--- src/design/mwd_defs.svh ---
// offsets, field positions, reset values and flag masks of the instruction word decoder
`ifndef MWD_DEFS_SVH
`define MWD_DEFS_SVH
`define MWD_OFS_CTRL        8'h00
`define MWD_OFS_STATUS      8'h04
`define MWD_OFS_COUNT       8'h08
`define MWD_CTRL_RST        4'h0
`define MWD_COUNT_RST       16'h0000
`define MWD_BANK_LSB        0
`define MWD_BANK_MSB        3
`define MWD_ST_OP_LSB       0
`define MWD_ST_STATE_LSB    8
`define MWD_ST_BADSEC_BIT   12
`define MWD_ST_CONDP_BIT    13
`define MWD_D_BIT           9
`define MWD_A_BIT           8
`define MWD_S_BIT           8
`define MWD_PFX_SECOND      4'hF
`define MWD_ACCESS_BANK     4'h0
`define MWD_PORT_LO         12'hF80
`define MWD_PORT_HI         12'hF84
`define MWD_FLG_C           0
`define MWD_FLG_DC          1
`define MWD_FLG_Z           2
`define MWD_FLG_OV          3
`define MWD_FLG_N           4
`define MWD_MASK_NONE       5'h00
`define MWD_MASK_ARITH      5'h1F
`define MWD_MASK_ZN         5'h14
`define MWD_MASK_CZN        5'h15
`define MWD_CYC_ONE         2'h1
`define MWD_CYC_TWO         2'h2
`endif

--- src/design/mwd_pkg.sv ---
// types shared by the instruction word decoder
package mwd_pkg;
  typedef enum logic [1:0] {
    ST_FIRST  = 2'b00,
    ST_SECOND = 2'b01,
    ST_FLUSH  = 2'b11
  } mwd_state_t;

  typedef enum logic [5:0] {
    OP_NOP, OP_UNDECODED, OP_LITERAL,
    OP_ADD_WORKING_TO_FILE, OP_ADD_WITH_CARRY_TO_FILE, OP_INCREMENT_FILE,
    OP_WORKING_AND_FILE, OP_WORKING_OR_FILE, OP_WORKING_XOR_FILE, OP_FILE_COMPLEMENT,
    OP_WORKING_TIMES_FILE,
    OP_COMPARE_SKIP_EQUAL, OP_COMPARE_SKIP_GREATER, OP_COMPARE_SKIP_LESS,
    OP_INCREMENT_SKIP_ZERO, OP_DECREMENT_SKIP_ZERO,
    OP_INCREMENT_SKIP_NONZERO, OP_DECREMENT_SKIP_NONZERO,
    OP_LEFT_ROTATE_THROUGH_CARRY, OP_RIGHT_ROTATE_THROUGH_CARRY,
    OP_LEFT_ROTATE_PLAIN, OP_RIGHT_ROTATE_PLAIN,
    OP_FILE_MINUS_WORKING, OP_FILE_MINUS_WORKING_BORROW, OP_WORKING_MINUS_FILE_BORROW,
    OP_FILE_BIT_CLEAR, OP_BIT_TEST_SKIP_CLEAR,
    OP_FILE_TO_FILE_MOVE, OP_ABSOLUTE_JUMP, OP_SUBROUTINE_CALL,
    OP_UNCONDITIONAL_RELATIVE_JUMP, OP_JUMP_ON_CARRY_SET, OP_CONDITIONAL_JUMP
  } mwd_op_t;
endpackage

--- src/design/mwd_fields_if.sv ---
// operand fields passed from the field extractor to the decoder
`timescale 1ns/1ps
`default_nettype none
interface mwd_fields_if;
  logic [15:0] word;
  logic [3:0]  bank;
  logic        dest_file;
  logic        banked;
  logic [11:0] file_addr;
  logic [11:0] long_addr;
  logic [2:0]  bit_sel;
  logic [7:0]  literal;
  logic [10:0] rel_long;
  logic [10:0] rel_short;
  modport extract (input word, bank, output dest_file, banked, file_addr, long_addr, bit_sel, literal,
                   rel_long, rel_short);
  modport decode  (output word, bank, input dest_file, banked, file_addr, long_addr, bit_sel, literal,
                   rel_long, rel_short);
endinterface
`default_nettype wire

--- src/design/mwd_decoder.sv ---
// instruction word decoder top: word sequencing, opcode decode and register slave
`timescale 1ns/1ps
`default_nettype none
`include "mwd_defs.svh"
module mwd_decoder #(
  parameter int INSTR_W = 16
) (
  input  wire logic        CLK_IN,
  input  wire logic        RESET_N_IN,
  input  wire logic        PSEL_IN,
  input  wire logic        PENABLE_IN,
  input  wire logic        PWRITE_IN,
  input  wire logic [7:0]  PADDR_IN,
  input  wire logic [31:0] PWDATA_IN,
  output logic      [31:0] PRDATA_OUT,
  output logic             PREADY_OUT,
  output logic             PSLVERR_OUT,
  input  wire logic [15:0] INSTR_WORD_IN,
  input  wire logic        INSTR_VALID_IN,
  input  wire logic        COND_TRUE_IN,
  output logic             DEC_VALID_OUT,
  output logic      [5:0]  DEC_OP_OUT,
  output logic             DEST_FILE_OUT,
  output logic      [11:0] FILE_ADDR_OUT,
  output logic      [11:0] DEST_ADDR_OUT,
  output logic      [2:0]  BIT_SEL_OUT,
  output logic      [7:0]  LITERAL_OUT,
  output logic      [19:0] TARGET_OUT,
  output logic      [10:0] REL_OFFSET_OUT,
  output logic             FAST_OUT,
  output logic      [4:0]  FLAG_MASK_OUT,
  output logic      [1:0]  CYCLES_OUT,
  output logic             SKIP_TEST_OUT,
  output logic             READ_PINS_OUT
);
  if (INSTR_W != 16) begin : g_width_check
    $error("mwd_decoder serves 16-bit instruction words only");
  end

  mwd_fields_if fld ();
  mwd_field_extract u_extract (
    .f (fld)
  );

  mwd_pkg::mwd_state_t state_q, state_d;
  mwd_pkg::mwd_op_t    op_c, held_op_q;
  logic [4:0]  mask_c;
  logic        two_word_c, alters_pc_c, cond_c, rmw_c, is_rel_c;
  logic [3:0]  bank_q;
  logic [15:0] count_q;
  logic        bad_second_q, cond_pending_q;
  logic [11:0] held_src_q;
  logic [7:0]  held_lo_q;
  logic        held_fast_q;
  logic        flush_now, second_ok, in_port;
  logic        apb_setup, apb_access, apb_mapped;
  logic [31:0] rdata_c;
  logic [31:0] rdata_q;

  assign fld.word = INSTR_WORD_IN;
  assign fld.bank = bank_q;

  // opcode decode of a first word
  always_comb begin
    op_c        = mwd_pkg::OP_UNDECODED;
    mask_c      = `MWD_MASK_NONE;
    two_word_c  = 1'b0;
    alters_pc_c = 1'b0;
    cond_c      = 1'b0;
    rmw_c       = 1'b0;
    is_rel_c    = 1'b0;
    case (INSTR_WORD_IN[15:12])
      4'h0: begin
        if (INSTR_WORD_IN[11:9] == 3'b001) begin
          op_c = mwd_pkg::OP_WORKING_TIMES_FILE;
        end else if (INSTR_WORD_IN[11]) begin
          op_c = mwd_pkg::OP_LITERAL;
        end else if (INSTR_WORD_IN[11:0] == 12'h000) begin
          op_c = mwd_pkg::OP_NOP;
        end
      end
      4'h1: begin
        rmw_c  = 1'b1;
        mask_c = `MWD_MASK_ZN;
        case (INSTR_WORD_IN[11:10])
          2'b01:   op_c = mwd_pkg::OP_WORKING_AND_FILE;
          2'b00:   op_c = mwd_pkg::OP_WORKING_OR_FILE;
          2'b10:   op_c = mwd_pkg::OP_WORKING_XOR_FILE;
          default: op_c = mwd_pkg::OP_FILE_COMPLEMENT;
        endcase
      end
      4'h2: begin
        rmw_c = 1'b1;
        case (INSTR_WORD_IN[11:10])
          2'b01: begin
            op_c   = mwd_pkg::OP_ADD_WORKING_TO_FILE;
            mask_c = `MWD_MASK_ARITH;
          end
          2'b00: begin
            op_c   = mwd_pkg::OP_ADD_WITH_CARRY_TO_FILE;
            mask_c = `MWD_MASK_ARITH;
          end
          2'b10: begin
            op_c   = mwd_pkg::OP_INCREMENT_FILE;
            mask_c = `MWD_MASK_ARITH;
          end
          default: begin
            op_c   = mwd_pkg::OP_DECREMENT_SKIP_ZERO;
            cond_c = 1'b1;
          end
        endcase
      end
      4'h3: begin
        rmw_c = 1'b1;
        case (INSTR_WORD_IN[11:10])
          2'b11: begin
            op_c   = mwd_pkg::OP_INCREMENT_SKIP_ZERO;
            cond_c = 1'b1;
          end
          2'b01: begin
            op_c   = mwd_pkg::OP_LEFT_ROTATE_THROUGH_CARRY;
            mask_c = `MWD_MASK_CZN;
          end
          2'b00: begin
            op_c   = mwd_pkg::OP_RIGHT_ROTATE_THROUGH_CARRY;
            mask_c = `MWD_MASK_CZN;
          end
          default: rmw_c = 1'b0;
        endcase
      end
      4'h4: begin
        rmw_c = 1'b1;
        case (INSTR_WORD_IN[11:10])
          2'b10: begin
            op_c   = mwd_pkg::OP_INCREMENT_SKIP_NONZERO;
            cond_c = 1'b1;
          end
          2'b11: begin
            op_c   = mwd_pkg::OP_DECREMENT_SKIP_NONZERO;
            cond_c = 1'b1;
          end
          2'b01: begin
            op_c   = mwd_pkg::OP_LEFT_ROTATE_PLAIN;
            mask_c = `MWD_MASK_ZN;
          end
          default: begin
            op_c   = mwd_pkg::OP_RIGHT_ROTATE_PLAIN;
            mask_c = `MWD_MASK_ZN;
          end
        endcase
      end
      4'h5: begin
        rmw_c  = 1'b1;
        mask_c = `MWD_MASK_ARITH;
        case (INSTR_WORD_IN[11:10])
          2'b11:   op_c = mwd_pkg::OP_FILE_MINUS_WORKING;
          2'b10:   op_c = mwd_pkg::OP_FILE_MINUS_WORKING_BORROW;
          2'b01:   op_c = mwd_pkg::OP_WORKING_MINUS_FILE_BORROW;
          default: begin
            rmw_c  = 1'b0;
            mask_c = `MWD_MASK_NONE;
          end
        endcase
      end
      4'h6: begin
        cond_c = 1'b1;
        case (INSTR_WORD_IN[11:9])
          3'b001:  op_c = mwd_pkg::OP_COMPARE_SKIP_EQUAL;
          3'b010:  op_c = mwd_pkg::OP_COMPARE_SKIP_GREATER;
          3'b000:  op_c = mwd_pkg::OP_COMPARE_SKIP_LESS;
          default: cond_c = 1'b0;
        endcase
      end
      4'h9: begin
        op_c  = mwd_pkg::OP_FILE_BIT_CLEAR;
        rmw_c = 1'b1;
      end
      4'hB: begin
        op_c   = mwd_pkg::OP_BIT_TEST_SKIP_CLEAR;
        cond_c = 1'b1;
      end
      4'hC: begin
        op_c       = mwd_pkg::OP_FILE_TO_FILE_MOVE;
        two_word_c = 1'b1;
      end
      4'hD: begin
        if (!INSTR_WORD_IN[11]) begin
          op_c        = mwd_pkg::OP_UNCONDITIONAL_RELATIVE_JUMP;
          alters_pc_c = 1'b1;
          is_rel_c    = 1'b1;
        end
      end
      4'hE: begin
        if (INSTR_WORD_IN[11:8] == 4'hF) begin
          op_c        = mwd_pkg::OP_ABSOLUTE_JUMP;
          two_word_c  = 1'b1;
          alters_pc_c = 1'b1;
        end else if (INSTR_WORD_IN[11:9] == 3'b110) begin
          op_c        = mwd_pkg::OP_SUBROUTINE_CALL;
          two_word_c  = 1'b1;
          alters_pc_c = 1'b1;
        end else if (!INSTR_WORD_IN[11]) begin
          op_c     = (INSTR_WORD_IN[10:8] == 3'b010) ? mwd_pkg::OP_JUMP_ON_CARRY_SET
                                                     : mwd_pkg::OP_CONDITIONAL_JUMP;
          cond_c   = 1'b1;
          is_rel_c = 1'b1;
        end
      end
      4'hF: op_c = mwd_pkg::OP_NOP;
      default: op_c = mwd_pkg::OP_UNDECODED;
    endcase
  end

  // a true test or a pc change turns the following word into a nop cycle
  assign flush_now = (state_q == mwd_pkg::ST_FLUSH) || (cond_pending_q && COND_TRUE_IN);
  assign second_ok = (INSTR_WORD_IN[15:12] == `MWD_PFX_SECOND);
  assign in_port   = (fld.file_addr >= `MWD_PORT_LO) && (fld.file_addr <= `MWD_PORT_HI);

  always_comb begin
    state_d = state_q;
    case (state_q)
      mwd_pkg::ST_FIRST: begin
        if (INSTR_VALID_IN && !flush_now) begin
          if (two_word_c) begin
            state_d = mwd_pkg::ST_SECOND;
          end else if (alters_pc_c) begin
            state_d = mwd_pkg::ST_FLUSH;
          end
        end
      end
      mwd_pkg::ST_SECOND: begin
        if (INSTR_VALID_IN) begin
          state_d = (held_op_q == mwd_pkg::OP_FILE_TO_FILE_MOVE) ? mwd_pkg::ST_FIRST
                                                                 : mwd_pkg::ST_FLUSH;
        end
      end
      mwd_pkg::ST_FLUSH: begin
        if (INSTR_VALID_IN) begin
          state_d = mwd_pkg::ST_FIRST;
        end
      end
      default: state_d = mwd_pkg::ST_FIRST;
    endcase
  end

  always_ff @(posedge CLK_IN or negedge RESET_N_IN) begin
    if (!RESET_N_IN) begin
      state_q <= mwd_pkg::ST_FIRST;
    end else begin
      state_q <= state_d;
    end
  end

  // a conditional instruction waits for its test result until the next word arrives
  always_ff @(posedge CLK_IN or negedge RESET_N_IN) begin
    if (!RESET_N_IN) begin
      cond_pending_q <= 1'b0;
    end else if (INSTR_VALID_IN) begin
      cond_pending_q <= (state_q == mwd_pkg::ST_FIRST) && !flush_now && cond_c;
    end
  end

  // first word of a two-word instruction is held until its second word
  always_ff @(posedge CLK_IN or negedge RESET_N_IN) begin
    if (!RESET_N_IN) begin
      held_op_q   <= mwd_pkg::OP_NOP;
      held_src_q  <= 12'h000;
      held_lo_q   <= 8'h00;
      held_fast_q <= 1'b0;
    end else if (INSTR_VALID_IN && state_q == mwd_pkg::ST_FIRST && !flush_now && two_word_c) begin
      held_op_q   <= op_c;
      held_src_q  <= fld.long_addr;
      held_lo_q   <= INSTR_WORD_IN[7:0];
      held_fast_q <= INSTR_WORD_IN[`MWD_S_BIT];
    end
  end

  // decoded outputs, one pulse per instruction or flushed word (as a nop), a two-word one pulsing on its second word only
  always_ff @(posedge CLK_IN or negedge RESET_N_IN) begin
    if (!RESET_N_IN) begin
      DEC_VALID_OUT  <= 1'b0;
      DEC_OP_OUT     <= 6'h00;
      DEST_FILE_OUT  <= 1'b0;
      FILE_ADDR_OUT  <= 12'h000;
      DEST_ADDR_OUT  <= 12'h000;
      BIT_SEL_OUT    <= 3'h0;
      LITERAL_OUT    <= 8'h00;
      TARGET_OUT     <= 20'h00000;
      REL_OFFSET_OUT <= 11'h000;
      FAST_OUT       <= 1'b0;
      FLAG_MASK_OUT  <= `MWD_MASK_NONE;
      CYCLES_OUT     <= `MWD_CYC_ONE;
      SKIP_TEST_OUT  <= 1'b0;
      READ_PINS_OUT  <= 1'b0;
    end else begin
      DEC_VALID_OUT <= 1'b0;
      if (INSTR_VALID_IN) begin
        DEC_OP_OUT     <= mwd_pkg::OP_NOP;
        FLAG_MASK_OUT  <= `MWD_MASK_NONE;
        CYCLES_OUT     <= `MWD_CYC_ONE;
        SKIP_TEST_OUT  <= 1'b0;
        READ_PINS_OUT  <= 1'b0;
        FAST_OUT       <= 1'b0;
        if (state_q == mwd_pkg::ST_SECOND) begin
          DEC_VALID_OUT <= 1'b1;
          CYCLES_OUT    <= `MWD_CYC_TWO;
          DEC_OP_OUT    <= second_ok ? held_op_q : mwd_pkg::OP_UNDECODED;
          FILE_ADDR_OUT <= held_src_q;
          DEST_ADDR_OUT <= fld.long_addr;
          TARGET_OUT    <= {fld.long_addr, held_lo_q};
          FAST_OUT      <= (held_op_q == mwd_pkg::OP_SUBROUTINE_CALL) && held_fast_q;
        end else if (flush_now) begin
          DEC_VALID_OUT <= 1'b1;
        end else if (!two_word_c) begin
          DEC_VALID_OUT  <= 1'b1;
          DEC_OP_OUT     <= op_c;
          DEST_FILE_OUT  <= fld.dest_file;
          FILE_ADDR_OUT  <= fld.file_addr;
          BIT_SEL_OUT    <= fld.bit_sel;
          LITERAL_OUT    <= fld.literal;
          REL_OFFSET_OUT <= (INSTR_WORD_IN[15:12] == 4'hD) ? fld.rel_long
                                                           : fld.rel_short;
          FLAG_MASK_OUT  <= mask_c;
          CYCLES_OUT     <= (alters_pc_c && is_rel_c) ? `MWD_CYC_TWO : `MWD_CYC_ONE;
          SKIP_TEST_OUT  <= cond_c;
          READ_PINS_OUT  <= rmw_c && in_port;
        end
      end
    end
  end

  // software-visible bookkeeping
  always_ff @(posedge CLK_IN or negedge RESET_N_IN) begin
    if (!RESET_N_IN) begin
      bad_second_q <= 1'b0;
    end else if (INSTR_VALID_IN && state_q == mwd_pkg::ST_SECOND) begin
      bad_second_q <= !second_ok;
    end
  end

  always_ff @(posedge CLK_IN or negedge RESET_N_IN) begin
    if (!RESET_N_IN) begin
      count_q <= `MWD_COUNT_RST;
    end else if (DEC_VALID_OUT) begin
      count_q <= count_q + 16'h0001;
    end
  end

  // register slave: zero wait states, error on unmapped offsets
  assign apb_setup  = PSEL_IN && !PENABLE_IN;
  assign apb_access = PSEL_IN && PENABLE_IN;
  assign apb_mapped = (PADDR_IN == `MWD_OFS_CTRL) || (PADDR_IN == `MWD_OFS_STATUS) ||
                      (PADDR_IN == `MWD_OFS_COUNT);
  assign PREADY_OUT  = 1'b1;
  assign PSLVERR_OUT = apb_access && !apb_mapped;

  always_ff @(posedge CLK_IN or negedge RESET_N_IN) begin
    if (!RESET_N_IN) begin
      bank_q <= `MWD_CTRL_RST;
    end else if (apb_access && PWRITE_IN && PADDR_IN == `MWD_OFS_CTRL) begin
      bank_q <= PWDATA_IN[`MWD_BANK_MSB:`MWD_BANK_LSB];
    end
  end

  always_comb begin
    rdata_c = 32'h0000_0000;
    case (PADDR_IN)
      `MWD_OFS_CTRL:   rdata_c[`MWD_BANK_MSB:`MWD_BANK_LSB] = bank_q;
      `MWD_OFS_STATUS: begin
        rdata_c[`MWD_ST_OP_LSB +: 6]    = DEC_OP_OUT;
        rdata_c[`MWD_ST_STATE_LSB +: 2] = state_q;
        rdata_c[`MWD_ST_BADSEC_BIT]     = bad_second_q;
        rdata_c[`MWD_ST_CONDP_BIT]      = cond_pending_q;
      end
      `MWD_OFS_COUNT:  rdata_c[15:0] = count_q;
      default:         rdata_c = 32'h0000_0000;
    endcase
  end

  always_ff @(posedge CLK_IN or negedge RESET_N_IN) begin
    if (!RESET_N_IN) begin
      rdata_q <= 32'h0000_0000;
    end else if (apb_setup) begin
      rdata_q <= rdata_c;
    end
  end

  assign PRDATA_OUT = rdata_q;
endmodule
`default_nettype wire

--- src/design/mwd_field_extract.sv ---
// combinational extraction of operand fields from one instruction word
`timescale 1ns/1ps
`default_nettype none
`include "mwd_defs.svh"
module mwd_field_extract (
  mwd_fields_if.extract f
);
  logic [7:0] short_f;

  assign short_f      = f.word[7:0];
  assign f.dest_file  = f.word[`MWD_D_BIT];
  assign f.banked     = f.word[`MWD_A_BIT];
  // fixed access bank or bank selector supplies the upper address bits
  assign f.file_addr  = f.banked ? {f.bank, short_f}
                                     : {`MWD_ACCESS_BANK, short_f};
  assign f.long_addr  = f.word[11:0];
  assign f.bit_sel    = f.word[11:9];
  assign f.literal    = f.word[7:0];
  assign f.rel_long   = f.word[10:0];
  assign f.rel_short  = {{3{f.word[7]}}, f.word[7:0]};
endmodule
`default_nettype wire

--- config.mk ---
export PLATFORM = sky130hd
export DESIGN_NAME = mwd_decoder
export DESIGN_NICKNAME = d
export VERILOG_FILES = /design/src/design/mwd_pkg.sv /design/src/design/mwd_fields_if.sv /design/src/design/mwd_decoder.sv /design/src/design/mwd_field_extract.sv
export VERILOG_INCLUDE_DIRS = /design/src /design/src/design
export SDC_FILE = /design/constraint.sdc
export NUM_CORES = 1
export LEC_CHECK = 0
export BUFFER_PORTS_ARGS = -buffer_cell sky130_fd_sc_hd__clkbuf_2
export CELL_PAD_IN_SITES_DETAIL_PLACEMENT = 2
export CELL_PAD_IN_SITES_GLOBAL_PLACEMENT = 2
export CORE_ASPECT_RATIO = 0.6
export CORE_MARGIN = 4
export CORE_UTILIZATION = 36
export CTS_CLUSTER_SIZE = 14
export DETAILED_ROUTE_END_ITERATION = 8
export PLACE_DENSITY = 0.89
export SYNTH_ARGS = -nofsm -noshare
export SYNTH_HDL_FRONTEND = slang
export SYNTH_HIERARCHICAL = 1
export SYNTH_SLANG_ARGS = --single-unit
--- constraint.sdc ---
create_clock -name CLK_IN -period 3.5 [get_ports CLK_IN]
set_clock_uncertainty 0.1 [all_clocks]
set_input_delay 0.175 -clock CLK_IN [delete_from_list [all_inputs] [get_ports CLK_IN]]
set_output_delay 0.175 -clock CLK_IN [all_outputs]
set_load 0.01 [all_outputs]
==> flow_metrics.tcl, run 1 <==
set metrics [dict create \
    wl_mm 23.97 \
    diodes 0 \
    power_leakage_nw 3.989 \
    p_seq_share_pct 42.1 \
    finalSetupViolations 0 \
    wl_per_cell_um 22.72 \
    drc 0 \
    final_cell_mix "dfrtp_1 (136), clkbuf_2 (134), nand2_1 (90)" \
    period_share_pct 64.13 \
    worstHoldPathType "in2reg" \
    critical_path_class "reg2reg" \
    design_area_um2 8154 \
    p_sw_mw 1.831 \
    rows 39 \
    hp-start "INSTR_WORD_IN[0]" \
    p_per_area_nw_per_um2 659.3 \
    combPwrFrac_pct 22.6 \
    max-vdd-ir-drop_mv 0.3731 \
    postLayoutCoreUtil_pct 42.41 \
    final_common_cell "dfrtp_1" \
    start_kind "flip-flop" \
    htree_levels 4 \
    areaGrowthSynthToFinish_pct 14.49 \
    fin_hold_ws_ns 0.008240 \
    preCtsSetupSlack_ns 0.9468 \
    antenna_found_initial 0 \
    post_cts_resized 0 \
    min_to "LITERAL_OUT[0]" \
    num-nets-final 847 \
    slew-limit-headroom_pct 33.19 \
    drt_iter0_drc 362 \
    syn_area_per_cell_um2 10.06 \
    r2r_slack_ns 1.26 \
    grtUsageTotal_pct 22.16 \
    worst_r2r_endpoint "FILE_ADDR_OUT[3]" \
    final.setup.worst_slack_ns 1.255 \
    status "finished clean" \
    cts-buffers-inserted 17 \
    synth_area_um2 7122 \
    io_pins 181 \
    cts_tree "done" \
    cp.required_ns 3.71 \
    grt_pass1_wl_mm 37.79 \
    hold_path_depth 3 \
    placed_area_um2 7492 \
    power.share.clock_pct 35.3 \
    routed-via-count 5553 \
    core-area_um2 19230 \
    r2r-start "state_q[0]" \
    initial_core_util_pct 37.04 \
    p_int_mw 3.545 \
    drv_cap 0 \
    synthCells 708 \
    hpwl_mm 16.13 \
    setup-tns-final_ns 0 \
    die_width_um 189.6 \
    gr-total-overflow 0 \
    routabilityCongestion 0.8358 \
    r2r_cells 5 \
    portBuffers 135 \
    arrival_ns 2.46 \
    cp_max_fo 20 \
    first_pass_iters 5 \
    rsz0062_at_grt "no" \
    cts_max_path_buffers 2 \
    clk_pin_slew_ns 0.07 \
    max_freq_mhz 445.5 \
    die_area_um2 22170 \
    fill_cells 2066 \
    hold_viol_final 0 \
    cts.sinks 137 \
    p_sw_share_pct 34.06 \
    grt_pass1_vias 6152 \
    drive_gt1_share_pct 30.04 \
    detail-route-antenna-nets 0 \
    period_minus_slack_ns 2.245 \
    vias_per_cell 5.264 \
    slew_viol_final 0 \
    cts_root_buffer "clkbuf_16" \
    cp-end-kind "flip-flop" \
    tightest_slew_ns 1.002 \
    ys_warn_count 6 \
    grt_max_degree 95 \
    dieHeight_um 117.0 \
    clock_latency_ns 0.44 \
]
[layer usage]
layer	global-route usage, %	wire (µm)
met5	0	0
met4	6.551	375
met3	5.039	1369
met2	35.36	10950
met1	30.61	11280
[power groups by stage]
stage / registers [mW] / clock network [mW] / logic, mW
floorplan: 2.27 / 0 / 0.708
global placement: 2.23 / 0 / 1.13
detailed placement: 2.27 / 0 / 1.20
CTS: 2.26 / 1.93 / 1.24
global route: 2.31 / 2.01 / 1.34
finish: 2.26 / 1.90 / 1.21
[metrics by stage]
step / cells / total power [mW]
2_1_floorplan: 723 / 2.978
3_3_place_gp: 1017 / 3.355
3_5_place_dp: 1017 / 3.471
4_1_cts: 1055 / 5.433
5_1_grt: 1055 / 5.666
6_report: 1055 / 5.376
[timing repair]
| item | 4_1_cts | 5_1_grt |
|---|---|---|
| hold buffers | 6 | 0 |
| endpoints found under the hold margin | 97 | 0 |
| buffers inserted | 0 | 0 |
[worst max-delay path, cell delays in order, from the launching register on]
cell     delay, ns
dfrtp_1       0.47
nor2b_1       0.32
nand2_1       0.47
buf_4         0.41
o22ai_1       0.26
a21oi_1       0.09
[how the worst max path moves through the flow]
stage | depth (start not counted) | slack (ns) | endpoint | start
2_1_floorplan | 8 | 1.55 | DEC_OP_OUT[0] | INSTR_WORD_IN[11]
3_3_place_gp | 7 | 1.02 | cond_pending_q | INSTR_WORD_IN[10]
3_5_place_dp | 7 | 0.95 | cond_pending_q | INSTR_WORD_IN[10]
4_1_cts | 5 | 1.22 | FILE_ADDR_OUT[3] | state_q[0]
5_1_grt | 5 | 1.05 | FILE_ADDR_OUT[3] | state_q[0]
6_report | 5 | 1.26 | FILE_ADDR_OUT[3] | state_q[0]
[final cells by class]
cell class / instances / area (µm²) / share of cell area, %
Timing Repair Buffer: 153 / 844.6 / 10.36
Multi-Input combinational cell: 438 / 2836 / 34.79
Tap cell: 266 / 332.8 / 4.082
Clock inverter: 15 / 176.4 / 2.164
Sequential cell: 137 / 3430 / 42.06
Clock buffer: 17 / 425.4 / 5.217
Inverter: 29 / 108.9 / 1.335
[registers in the layout, summed over array words and instances (netlist names), 3 cells and up]
signal,count
held_src_q,12
held_op_q,6
LITERAL_OUT,8
count_q,16
PRDATA_OUT,16
REL_OFFSET_OUT,11
TARGET_OUT,8
BIT_SEL_OUT,3
DEST_ADDR_OUT,12
DEC_OP_OUT,6
FLAG_MASK_OUT,3
held_lo_q,8
bank_q,4
FILE_ADDR_OUT,12
Note: power is estimated with default switching activity, not from simulation.
==> inputs of run 2 (changes only) <==
--- a/config.mk
+++ b/config.mk
@@ -11,10 +11,10 @@
 export CELL_PAD_IN_SITES_GLOBAL_PLACEMENT = 2
 export CORE_ASPECT_RATIO = 0.6
 export CORE_MARGIN = 4
-export CORE_UTILIZATION = 36
+export CORE_UTILIZATION = 30
 export CTS_CLUSTER_SIZE = 14
 export DETAILED_ROUTE_END_ITERATION = 8
-export PLACE_DENSITY = 0.89
+export PLACE_DENSITY = 0.79
 export SYNTH_ARGS = -nofsm -noshare
 export SYNTH_HDL_FRONTEND = slang
 export SYNTH_HIERARCHICAL = 1
==> constraint.sdc (replaced) <==
create_clock -name CLK_IN -period 2.05 [get_ports CLK_IN]
set_clock_uncertainty 0.1 [all_clocks]
set_input_delay 0.1025 -clock CLK_IN [delete_from_list [all_inputs] [get_ports CLK_IN]]
set_output_delay 0.1025 -clock CLK_IN [all_outputs]
set_load 0.01 [all_outputs]
==> run 2 against run 1 <==
Effect of this change:
- power up 73%
- global-route usage fell by 4.0 points
- critical path depth up 4
- flip-flop and latch count unchanged
- final area rose by 6.5%
- first-iteration DRC count down 20%
- sequential share of layout area down 2.6 points
- critical path type is now in2reg
==> flow_metrics.tcl, run 2 (synthesis results as in run 1) <==
set metrics [dict create \
    portBuffers 135 \
    clk_pin_slew_ns 0.06 \
    placed_area_um2 7864 \
    period_minus_slack_ns 1.959 \
    r2r_slack_ns 0.18 \
    power_leakage_nw 4.251 \
    cp_max_fo 6 \
    postLayoutCoreUtil_pct 37.35 \
    cp-end-kind "flip-flop" \
    vias_per_cell 4.821 \
    path_cells "clkbuf_2 -> dlygate4sd3_1 -> buf_4 -> nand2_1 -> nand2_1 -> o32ai_1 -> a2111oi_0 -> buf_4 -> o32ai_1" \
    placedCellCount 1099 \
    p_per_area_nw_per_um2 1072 \
    fin_hold_ws_ns 0.02096 \
    diodes 0 \
    finalSetupViolations 0 \
    period_share_pct 95.56 \
    grt_pass1_wl_mm 36.58 \
    status "finished clean" \
    slew_viol_final 0 \
    critPathMaxStageDelay_ns 0.57 \
    wl_per_cell_um 20.66 \
    routabilityCongestion 0.8405 \
    drive_gt1_share_pct 32.37 \
    cts_tree "done" \
    io_pins 181 \
    preCtsSetupSlack_ns -0.2976 \
    die_width_um 206.9 \
    hp-start "INSTR_WORD_IN[15]" \
    crit_start "INSTR_WORD_IN[9]" \
    max-vdd-ir-drop_mv 0.5148 \
    max_freq_mhz 510.4 \
    initial_core_util_pct 30.64 \
    critical_path_class "in2reg" \
    grtUsageTotal_pct 18.17 \
    antenna_found_initial 0 \
    num-nets-final 892 \
    dieHeight_um 127.3 \
    final.setup.worst_slack_ns 0.09092 \
    cts.sinks 137 \
    rows 43 \
    grt_max_degree 51 \
    setup-tns-final_ns 0 \
    final_cell_mix "dfrtp_1 (136), clkbuf_2 (134), nand2_1 (90)" \
    final_common_cell "dfrtp_1" \
    areaGrowthSynthToFinish_pct 21.89 \
    detail-route-antenna-nets 0 \
    design_area_um2 8681 \
    htree_levels 4 \
    cp_top_family "buffers and inverters" \
    routed-via-count 5539 \
    slew-limit-headroom_pct 35.34 \
    cts_setup_buffers 0 \
    drc 0 \
    rsz0062_at_grt "no" \
    first_pass_iters 4 \
    grt_pass1_vias 6045 \
    drt_iter0_drc 290 \
    instances_no_fill 1149 \
    worstHoldPathType "in2reg" \
    critPathSlowestCell "dlygate4sd3_1" \
    cts_max_path_buffers 2 \
    cts-buffers-inserted 17 \
    clock_latency_ns 0.43 \
    core-area_um2 23240 \
    hold_viol_final 0 \
    tightest_slew_ns 0.9699 \
    die_area_um2 26350 \
    crit_buf_inv 4 \
    arrival_ns 2.18 \
    power.total_mw 9.305 \
    wl_mm 23.74 \
    hpwl_mm 16.75 \
    gr-total-overflow 0 \
    drv_cap 0 \
    r2r-start "state_q[0]" \
    start_kind "input port" \
    cp.required_ns 2.27 \
    fill_cells 2565 \
    cts_root_buffer "clkbuf_16" \
]
[run 2: timing repair]
item                                    4_1_cts  5_1_grt
endpoints found under the hold margin       161        0
endpoints found under the setup margin        0        2
hold buffers                                 18        0
gates resized for setup                       0        2
[run 2: power by group]
group	switching, mW	internal, mW
Clock	1.29	2.08
Combinational	1.15	0.971
Sequential	0.498	3.32
[run 2: per-layer routing]
metal,part of all wire (%),vias up,global-route usage (%)
li1,-,2560,-
met1,50,2862,26.68
met2,45,107,27.98
met3,3.8,10,4.313
met4,0.46,0,2.680
met5,0,-,0
[run 2: worst paths after layout]
path	to	cells past startpoint
setup reg to reg	FILE_ADDR_OUT[1]	6
setup / recovery	cond_pending_q	9
hold reg to reg	LITERAL_OUT[1]	2
hold / removal	FLAG_MASK_OUT[2]	3
min in group asynchronous	PRDATA_OUT[13]	2
max in group asynchronous	CYCLES_OUT[0]	3
[run 2: worst register-to-register path: stages (launching register included)]
cell,delay (ns)
dfrtp_1,0.47
a21oi_1,0.20
nand2_1,0.13
or2_2,0.38
buf_12,0.17
o22ai_1,0.23
a21oi_1,0.06
[run 2: layout make-up]
cell class / count / area [µm²] / share of cell area (%)
clock buffer: 19 / 442.9 / 5.102
sequential: 137 / 3430 / 39.51
tap: 315 / 394.1 / 4.540
timing repair buffer: 198 / 1275 / 14.69
clock inverter: 13 / 187.7 / 2.162
multi-input combinational: 438 / 2843 / 32.75
inverter: 29 / 108.9 / 1.254
